## config.mk

```make
export PLATFORM = sky130hd
export DESIGN_NAME = acc_alu_core
export DESIGN_NICKNAME = d
export VERILOG_FILES = /design/src/shared/acc_alu_pkg.sv /design/src/shared/alu_if.sv /design/src/core/acc_alu_core.sv /design/src/core/alu_unit.sv
export VERILOG_INCLUDE_DIRS = /design/src /design/src/shared
export SDC_FILE = /design/constraint.sdc
export NUM_CORES = 2
export LEC_CHECK = 0
export ABC_AREA = 0
export BUFFER_PORTS_ARGS = -buffer_cell sky130_fd_sc_hd__buf_4
export CORE_AREA = 2 2 488 490
export DETAILED_ROUTE_END_ITERATION = 16
export DIE_AREA = 0 0 490 492
export PLACE_DENSITY = 0.45
export SKIP_LAST_GASP = 1
export SLEW_MARGIN = 25
export SYNTH_ARGS = -nofsm -noshare
export SYNTH_HDL_FRONTEND = slang
export SYNTH_HIERARCHICAL = 1
export SYNTH_SLANG_ARGS = --single-unit
```

## constraint.sdc

```tcl
create_clock -name mclk_in -period 5.6 [get_ports mclk_in]
set_input_delay 0.28 -clock mclk_in [delete_from_list [all_inputs] [get_ports mclk_in]]
set_output_delay 0.28 -clock mclk_in [all_outputs]
set_load 0.05 [all_outputs]
```

## src/shared/acc_alu_cfg.svh

```systemverilog
// Offsets, field positions, reset values and timing counts of the accumulator ALU block
// Assumes inclusion by bare name from the core
`ifndef ACC_ALU_CFG_SVH
`define ACC_ALU_CFG_SVH

// Register byte offsets
`define OFF_INSTR 8'h00
`define OFF_ACC 8'h04
`define OFF_STATUS 8'h08
`define OFF_FPTR 8'h0C
`define OFF_FDATA 8'h10
`define OFF_CYCLES 8'h14

// Instruction word fields
`define POS_OP 0
`define POS_FADDR 4
`define POS_BIT 11
`define POS_DEST 14
`define POS_LIT 16

// Status bits
`define ST_CARRY 0
`define ST_DC 1
`define ST_ZERO 2
`define ST_SKIP 3
`define ST_BUSY 4

// Reset values
`define RST_ACC 8'h00
`define RST_FLAGS 1'b0
`define RST_FILE 8'h00

// Instruction cycle timing
`define MCLK_NS 10
`define TCY_NS 40
`define TCY_CLOCKS ((`TCY_NS + `MCLK_NS - 1) / `MCLK_NS)

`endif

```

## src/shared/acc_alu_pkg.sv

```systemverilog
// Types shared by the accumulator ALU core and its arithmetic unit
// Assumes the cfg header sits on the include path
package acc_alu_pkg;

  typedef enum logic [3:0] {
    OP_NOP,
    OP_ADD_LITERAL_TO_ACC,
    OP_AND_LITERAL_WITH_ACC,
    OP_ADD_ACC_AND_FILE,
    OP_AND_ACC_WITH_FILE,
    OP_CLEAR_FILE_REGISTER,
    OP_CLEAR_FILE_BIT,
    OP_SET_FILE_BIT,
    OP_TEST_BIT_SKIP_IF_ONE
  } op_t;

  typedef enum {
    S_IDLE,
    S_RUN,
    S_ACK
  } state_t;

endpackage

```

## src/shared/alu_if.sv

```systemverilog
// Operand and result bundle between the core and the arithmetic unit
// Assumes the package is compiled first
`timescale 1ns/100ps
`default_nettype none

interface alu_if;
  import acc_alu_pkg::*;
  op_t op;
  logic [7:0] acc;
  logic [7:0] file_val;
  logic [7:0] literal;
  logic [2:0] bit_sel;
  logic dest;
  logic [7:0] result;
  logic carry;
  logic digit_carry_flag;
  logic zero;
  logic upd_c;
  logic upd_dc;
  logic upd_z;
  logic to_acc;
  logic to_file;
  logic skip;

  modport core (
    output op, acc, file_val, literal, bit_sel, dest,
    input result, carry, digit_carry_flag, zero, upd_c, upd_dc, upd_z, to_acc, to_file, skip
  );
  modport alu (
    input op, acc, file_val, literal, bit_sel, dest,
    output result, carry, digit_carry_flag, zero, upd_c, upd_dc, upd_z, to_acc, to_file, skip
  );
endinterface

`default_nettype wire

```

## src/core/acc_alu_core.sv

```systemverilog
// Accumulator ALU core with file registers, driven by instruction words over Avalon-MM
// Assumes a master that holds each request until waitrequest is low
// Functional notes
// - Literal add into accumulator, flags C DC Z
// - Accumulator plus file register, flags C DC Z
// - Destination bit: 0 accumulator, 1 file
// - Accumulator AND file, zero flag only
// - Accumulator AND literal, zero flag only
// - Clear one file bit, flags untouched
// - Set one file bit, flags untouched
// - Bit zero: next instruction runs, flags untouched
// - Bit one: next instruction becomes no-operation
// - Clear file register, zero flag set
`timescale 1ns/100ps
`default_nettype none
`include "acc_alu_cfg.svh"

module acc_alu_core
  import acc_alu_pkg::*;
#(
  parameter int FILE_DEPTH = 128,
  parameter int TCY_CLOCKS = `TCY_CLOCKS
)
(
  // Clock and reset
  input wire logic mclk_in,
  input wire logic rst_n_in,
  // Avalon-MM slave
  input wire logic [7:0] avs_address_in,
  input wire logic avs_read_in,
  input wire logic avs_write_in,
  input wire logic [31:0] avs_writedata_in,
  input wire logic [3:0] avs_byteenable_in,
  output logic [31:0] avs_readdata_out,
  output logic avs_waitrequest_out,
  // Core state
  output logic [7:0] acc_out,
  output logic [2:0] flags_out,
  output logic skip_pending_out
);

  localparam int ADDR_W = $clog2(FILE_DEPTH);

  function automatic logic hit(input logic [7:0] addr, input logic [7:0] off);
    hit = (addr == off);
  endfunction

  ////////////////////////////////////////////////////////////////////////////
  // State

  state_t state_q;
  state_t state_d;
  logic [7:0] tcy_cnt_q;
  logic [7:0] acc_q;
  logic carry_q;
  logic digit_carry_flag_q;
  logic zero_q;
  logic skip_q;
  logic [ADDR_W-1:0] fptr_q;
  logic [15:0] cycles_q;
  logic [23:0] instr_q;
  logic [31:0] rdata_q;
  logic [7:0] file_q [FILE_DEPTH];

  ////////////////////////////////////////////////////////////////////////////
  // Decode

  wire logic req = avs_read_in | avs_write_in;
  wire logic hit_instr = hit(avs_address_in, `OFF_INSTR);
  wire logic hit_acc = hit(avs_address_in, `OFF_ACC);
  wire logic hit_status = hit(avs_address_in, `OFF_STATUS);
  wire logic hit_fptr = hit(avs_address_in, `OFF_FPTR);
  wire logic hit_fdata = hit(avs_address_in, `OFF_FDATA);
  wire logic hit_cycles = hit(avs_address_in, `OFF_CYCLES);
  wire logic tcy_pulse = (tcy_cnt_q == 8'(TCY_CLOCKS - 1));
  wire logic busy = (state_q == S_RUN);
  wire logic acking = (state_q == S_ACK);
  wire logic commit = acking & avs_write_in & hit_instr;
  wire logic reg_wr = acking & avs_write_in & ~hit_instr & avs_byteenable_in[0];
  wire logic rd_take = (state_q == S_IDLE) & avs_read_in;

  wire op_t instr_op = op_t'(avs_writedata_in[`POS_OP +: 4]);
  wire op_t eff_op = skip_q ? OP_NOP : instr_op;
  wire logic [ADDR_W-1:0] faddr = avs_writedata_in[`POS_FADDR +: ADDR_W];
  wire logic [7:0] status_word = {3'h0, busy, skip_q, zero_q, digit_carry_flag_q, carry_q};

  wire logic [31:0] rd_mux =
    hit_instr ? {8'h00, instr_q} :
    hit_acc ? {24'h00_0000, acc_q} :
    hit_status ? {24'h00_0000, status_word} :
    hit_fptr ? {24'h00_0000, 8'(fptr_q)} :
    hit_fdata ? {24'h00_0000, file_q[fptr_q]} :
    hit_cycles ? {16'h0000, cycles_q} :
    32'h0000_0000;

  ////////////////////////////////////////////////////////////////////////////
  // Arithmetic unit

  alu_if bus ();

  assign bus.op = eff_op;
  assign bus.acc = acc_q;
  assign bus.file_val = file_q[faddr];
  assign bus.literal = avs_writedata_in[`POS_LIT +: 8];
  assign bus.bit_sel = avs_writedata_in[`POS_BIT +: 3];
  assign bus.dest = avs_writedata_in[`POS_DEST];

  alu_unit u_alu (
    .bus(bus)
  );

  ////////////////////////////////////////////////////////////////////////////
  // Bus handshake

  assign avs_waitrequest_out = req & ~acking;
  assign avs_readdata_out = rdata_q;
  assign acc_out = acc_q;
  assign flags_out = {zero_q, digit_carry_flag_q, carry_q};
  assign skip_pending_out = skip_q;

  always_comb
  begin
    state_d = state_q;
    case (state_q)
      S_IDLE:
      begin
        if (req)
        begin
          if (avs_write_in & hit_instr)
          begin
            state_d = S_RUN;
          end
          else
          begin
            state_d = S_ACK;
          end
        end
      end
      S_RUN:
      begin
        if (tcy_pulse)
        begin
          state_d = S_ACK;
        end
      end
      S_ACK:
      begin
        state_d = S_IDLE;
      end
      default:
      begin
        state_d = S_IDLE;
      end
    endcase
  end

  always_ff @(posedge mclk_in)
  begin
    if (!rst_n_in)
    begin
      state_q <= S_IDLE;
      tcy_cnt_q <= 8'h00;
    end
    else
    begin
      state_q <= state_d;
      tcy_cnt_q <= tcy_pulse ? 8'h00 : tcy_cnt_q + 8'h01;
    end
  end

  always_ff @(posedge mclk_in)
  begin
    if (!rst_n_in)
    begin
      rdata_q <= 32'h0000_0000;
    end
    else if (rd_take)
    begin
      rdata_q <= rd_mux;
    end
  end

  ////////////////////////////////////////////////////////////////////////////
  // Accumulator and flags

  always_ff @(posedge mclk_in)
  begin
    if (!rst_n_in)
    begin
      acc_q <= `RST_ACC;
    end
    else if (commit & bus.to_acc)
    begin
      acc_q <= bus.result;
    end
    else if (reg_wr & hit_acc)
    begin
      acc_q <= avs_writedata_in[7:0];
    end
  end

  always_ff @(posedge mclk_in)
  begin
    if (!rst_n_in)
    begin
      carry_q <= `RST_FLAGS;
      digit_carry_flag_q <= `RST_FLAGS;
      zero_q <= `RST_FLAGS;
    end
    else if (commit)
    begin
      carry_q <= bus.upd_c ? bus.carry : carry_q;
      digit_carry_flag_q <= bus.upd_dc ? bus.digit_carry_flag : digit_carry_flag_q;
      zero_q <= bus.upd_z ? bus.zero : zero_q;
    end
    else if (reg_wr & hit_status)
    begin
      carry_q <= avs_writedata_in[`ST_CARRY];
      digit_carry_flag_q <= avs_writedata_in[`ST_DC];
      zero_q <= avs_writedata_in[`ST_ZERO];
    end
  end

  ////////////////////////////////////////////////////////////////////////////
  // Skip, counters and instruction readback

  always_ff @(posedge mclk_in)
  begin
    if (!rst_n_in)
    begin
      skip_q <= 1'b0;
    end
    else if (commit)
    begin
      skip_q <= bus.skip;
    end
  end

  always_ff @(posedge mclk_in)
  begin
    if (!rst_n_in)
    begin
      cycles_q <= 16'h0000;
      instr_q <= 24'h00_0000;
    end
    else if (commit)
    begin
      cycles_q <= cycles_q + 16'h0001;
      instr_q <= avs_writedata_in[23:0];
    end
  end

  always_ff @(posedge mclk_in)
  begin
    if (!rst_n_in)
    begin
      fptr_q <= '0;
    end
    else if (reg_wr & hit_fptr)
    begin
      fptr_q <= avs_writedata_in[ADDR_W-1:0];
    end
  end

  ////////////////////////////////////////////////////////////////////////////
  // File registers

  always_ff @(posedge mclk_in)
  begin
    if (!rst_n_in)
    begin
      for (int i = 0; i < FILE_DEPTH; i++)
      begin
        file_q[i] <= `RST_FILE;
      end
    end
    else if (commit & bus.to_file)
    begin
      file_q[faddr] <= bus.result;
    end
    else if (reg_wr & hit_fdata)
    begin
      file_q[fptr_q] <= avs_writedata_in[7:0];
    end
  end

endmodule // acc_alu_core

`default_nettype wire

```

## src/core/alu_unit.sv

```systemverilog
// Combinational arithmetic, logic and bit unit of the accumulator core
// Assumes operands are stable while the core holds an instruction
`timescale 1ns/100ps
`default_nettype none

module alu_unit
  import acc_alu_pkg::*;
(
  // Operands and results
  alu_if.alu bus
);

  logic [8:0] sum9;
  logic [4:0] nib5;
  logic [7:0] opb;
  logic [7:0] mask;

  assign opb = (bus.op == OP_ADD_LITERAL_TO_ACC || bus.op == OP_AND_LITERAL_WITH_ACC) ? bus.literal : bus.file_val;
  assign sum9 = {1'b0, bus.acc} + {1'b0, opb};
  assign nib5 = {1'b0, bus.acc[3:0]} + {1'b0, opb[3:0]};
  assign mask = 8'h01 << bus.bit_sel;
  assign bus.carry = sum9[8];
  assign bus.digit_carry_flag = nib5[4];
  assign bus.zero = (bus.result == 8'h00);

  always_comb
  begin
    bus.result = 8'h00;
    bus.upd_c = 1'b0;
    bus.upd_dc = 1'b0;
    bus.upd_z = 1'b0;
    bus.to_acc = 1'b0;
    bus.to_file = 1'b0;
    bus.skip = 1'b0;
    case (bus.op)
      OP_ADD_LITERAL_TO_ACC:
      begin
        bus.result = sum9[7:0];
        bus.to_acc = 1'b1;
        bus.upd_c = 1'b1;
        bus.upd_dc = 1'b1;
        bus.upd_z = 1'b1;
      end
      OP_AND_LITERAL_WITH_ACC:
      begin
        bus.result = bus.acc & bus.literal;
        bus.to_acc = 1'b1;
        bus.upd_z = 1'b1;
      end
      OP_ADD_ACC_AND_FILE:
      begin
        bus.result = sum9[7:0];
        bus.to_acc = ~bus.dest;
        bus.to_file = bus.dest;
        bus.upd_c = 1'b1;
        bus.upd_dc = 1'b1;
        bus.upd_z = 1'b1;
      end
      OP_AND_ACC_WITH_FILE:
      begin
        bus.result = bus.acc & bus.file_val;
        bus.to_acc = ~bus.dest;
        bus.to_file = bus.dest;
        bus.upd_z = 1'b1;
      end
      OP_CLEAR_FILE_REGISTER:
      begin
        bus.result = 8'h00;
        bus.to_file = 1'b1;
        bus.upd_z = 1'b1;
      end
      OP_CLEAR_FILE_BIT:
      begin
        bus.result = bus.file_val & ~mask;
        bus.to_file = 1'b1;
      end
      OP_SET_FILE_BIT:
      begin
        bus.result = bus.file_val | mask;
        bus.to_file = 1'b1;
      end
      OP_TEST_BIT_SKIP_IF_ONE:
      begin
        bus.skip = bus.file_val[bus.bit_sel];
      end
      default:
      begin
        bus.result = 8'h00;
      end
    endcase
  end

endmodule // alu_unit

`default_nettype wire

```

==> results.cfg <==
[drt]
via_per_inst = 5.247
dr.pass1.iters = 6
routedWlPerCell_um = 29.79
vias = 41375
drc = 0
drt-initial-drc-count = 4637
wirelength_mm = 234.9
ant_nets = 0

[sta]
max-slew-margin-rel_pct = 20.43
worst_slew_pin_slew_ns = 1.175
setup_tns_ns = 0
setup_slack_ns = 0.2617
period_needed_ns = 5.338
fmax_mhz = 187.3
fin_crit_sh_pct = 95.33
finalHoldViolations = 0
finalMaxSlewViolations = 0
fin_worst_skew_ns = 0.03085
rsz0062_at_grt = no
setup_viol = 0

[floorplan]
start_util_pct = 24.87
dieArea_mm2 = 0.2411
die_y_um = 492
die_x_um = 490
core_mm2 = 0.2363
io_pins = 93
placementRows = 179

[place]
gp_congestion = 0.8669
hpwl_mm = 161.4
port-buffer-count = 73
dp_slack_ns = -0.2455
dp.cells = 7620

[worst_setup_path]
cp.required_ns = 6.22
end_kind = register
r2r_slack_ns = 0.26
critical_path_class = register to register
r2r_end = file_q[123][6]$_SDFFCE_PN0P_
cp_max_fo = 15
reg2reg_from = file_q[19][0]$_SDFFCE_PN0P_
worst-r2r-cell-count = 17
worst_setup_path_start_kind = register
crit_arrival_ns = 5.96

[synth]
synth_top_area_share_pct = 52.32
netlist_area_mm2 = 0.05877
ys_seq_elements = 1124
async_reset_ff_share_pct = 0
synth.area.top_cells = edfxtp_1 (52%), mux4_2 (22%), nor2_1 (7.0%)
synth-xor-area-share_pct = 0.2831
synth-compound-area-share_pct = 5.267
synth.most_common_cell = nor2_1
synth_area_leader_cell = edfxtp_1
yosysSeqAreaShare_pct = 55.73
synthCells = 4329
synth_fa_ha_area_share_pct = 0.2470
synth-edff-count = 1024
syn_avg_cell_area_um2 = 13.58
synthFlopType = edfxtp_1
yosysWarnings = 6
synth_common_cells = nor2_1 (1089), edfxtp_1 (1024), mux4_2 (583)
synth-simple-area-share_pct = 11.55
yosysUniqueCellTypes = 87
yosys-mux-area-fraction_pct = 24.01
synth_top_family_by_area = multiplexers

[clock_network]
htreeDepth = 4
clock_latency_ns = 0.80
cts_resized = 0
cts_tree = yes
clk_pin_slew_worst_paths_ns = 0.06
clock-sinks = 1124
numCtsBuffers = 133
clock-root-buffer = clkbuf_16
clk_path_buf_depth = 3

[grt]
overflow = 0
antenna_found_initial = 13
grt_pass1_wl_mm = 330.3
grt_pass1_vias = 41298
grt_max_degree = 80
track_usage_pct = 19.17

[pwr]
leakage_uw = 0.02227
power_density_mw_per_mm2 = 287.5
ir_drop_uv = 246.0

[worst_hold_path]
whs_path_depth = 4
holdPathEnd = avs_readdata_out[2]$_SDFFE_PN0P_
hold_class = primary input to register
hp-start = avs_address_in[3]

[flow_run]
drv_cap = 0

[outcome]
outcome = finished clean

[cells_and_area]
drive_gt1_share_pct = 28.58
fin_nets = 4676
instances_no_fill = 7885
syn_to_final_growth_pct = 19.23
-- registers in the layout, indices dropped and copies added (netlist names), named ones only --
signal	flops
zero_q	1
avs_readdata_out	24
state_q	2
file_q	1024
acc_out	8
instr_q	24
tcy_cnt_q	8
cycles_q	16
carry_q	1
skip_pending_out	1
digit_carry_flag_q	1
fptr_q	7
-- logic make-up (layout without fill, tap and decap cells) --
group	after synthesis	after routing
adders and majority gates	11	11
AOI/OAI and AO/OA	480	480
other	1	10
muxes	677	677
DFF	1124	1124
buffers and inverters	392	772
and+or+nand+nor	1625	1625
xor gates and xnor gates	19	19
-- critical path, cell delays in order (launching register included) --
cell	delay (ns)
edfxtp_1	0.40
mux4_2	0.53
mux4_2	0.60
mux4_2	0.60
mux2_2	0.35
mux2_2	0.28
ha_1	0.20
inv_1	0.08
fa_1	0.19
nand2b_1	0.13
a21oi_1	0.13
nor3_1	0.15
a311oi_1	0.07
o21ai_0	0.44
mux2_2	0.29
buf_12	0.23
nand2_1	0.25
nor2_1	0.17
-- placed cells by master, fill, tap and decap left out, types with 22 or more instances in the layout --
| cell | instances |
|---|---|
| clkbuf_16 | 136 |
| mux2_2 | 26 |
| and2_1 | 22 |
| nor2_1 | 1086 |
| inv_1 | 24 |
| clkinv_1 | 23 |
| nand2_1 | 280 |
| edfxtp_1 | 1024 |
| nor3_1 | 32 |
| clkbuf_1 | 27 |
| mux4_2 | 583 |
| buf_12 | 52 |
| dfxtp_1 | 94 |
| a22oi_1 | 83 |
| dlygate4sd3_1 | 28 |
| nor2b_1 | 29 |
| buf_4 | 427 |
| o21ai_0 | 150 |
| nand3_1 | 44 |
| mux2i_1 | 66 |
| a21oi_1 | 87 |
-- final cells by class --
| class | instances | area [um^2] |
|---|---|---|
| Antenna cell | 2 | 5.005 |
| Clock inverter | 70 | 703.2 |
| Tap cell | 3167 | 3963 |
| Clock buffer | 164 | 3518 |
| Multi-Input combinational cell | 2820 | 24450 |
| Timing Repair Buffer | 510 | 4564 |
| Sequential cell | 1124 | 32770 |
| Fill cell | 23793 | 166200 |
| Inverter | 28 | 107.6 |
-- through the flow --
step | power (uW) | hold slack [ns] | instance area [um^2] | util (%)
after floorplan | 10610 | 0.4160 | 58800 | -
after global placement | 11570 | 0.4428 | 65550 | 27.74
after CTS | 20270 | 0.007897 | 70060 | 29.65
final | 20150 | 0.07205 | 70080 | 29.66
after detailed placement | 11590 | 0.4485 | 65560 | 27.75
after global routing | 20660 | 0.08174 | 70070 | 29.66
-- layer usage --
metal / vias to the layer above / routed length (um) / global-route usage (%)
li1: 17218 / - / -
met1: 21744 / 97260 / 25.90
met2: 2042 / 108700 / 30.25
met3: 361 / 19760 / 3.964
met4: 10 / 9081 / 7.169
met5: - / 69 / 0
-- where the power goes --
group | internal, uW | total (uW) | switching, uW
sequential | 9380 | 9520 | 134
clock | 4990 | 8710 | 3720
combinational | 785 | 1920 | 1140
total | 15200 | 20100 | 4990
-- worst max-delay path by stage --
stage	startpoint	endpoint	cells past startpoint
floorplan	avs_writedata_in[4]	file_q[48][7]$_SDFFCE_PN0P_	16
global placement	avs_writedata_in[4]	file_q[85][7]$_SDFFCE_PN0P_	17
detailed placement	avs_writedata_in[4]	file_q[85][7]$_SDFFCE_PN0P_	17
CTS	file_q[19][0]$_SDFFCE_PN0P_	file_q[123][6]$_SDFFCE_PN0P_	17
global route	file_q[23][2]$_SDFFCE_PN0P_	file_q[85][7]$_SDFFCE_PN0P_	14
finish	file_q[19][0]$_SDFFCE_PN0P_	file_q[123][6]$_SDFFCE_PN0P_	17
-- what timing repair did --
action | CTS | global route
hold buffers | 28 | 0
buffers inserted | 0 | 0
endpoints found under the hold margin | 46 | 0
No activity file was read; power rests on OpenSTA's default activity.
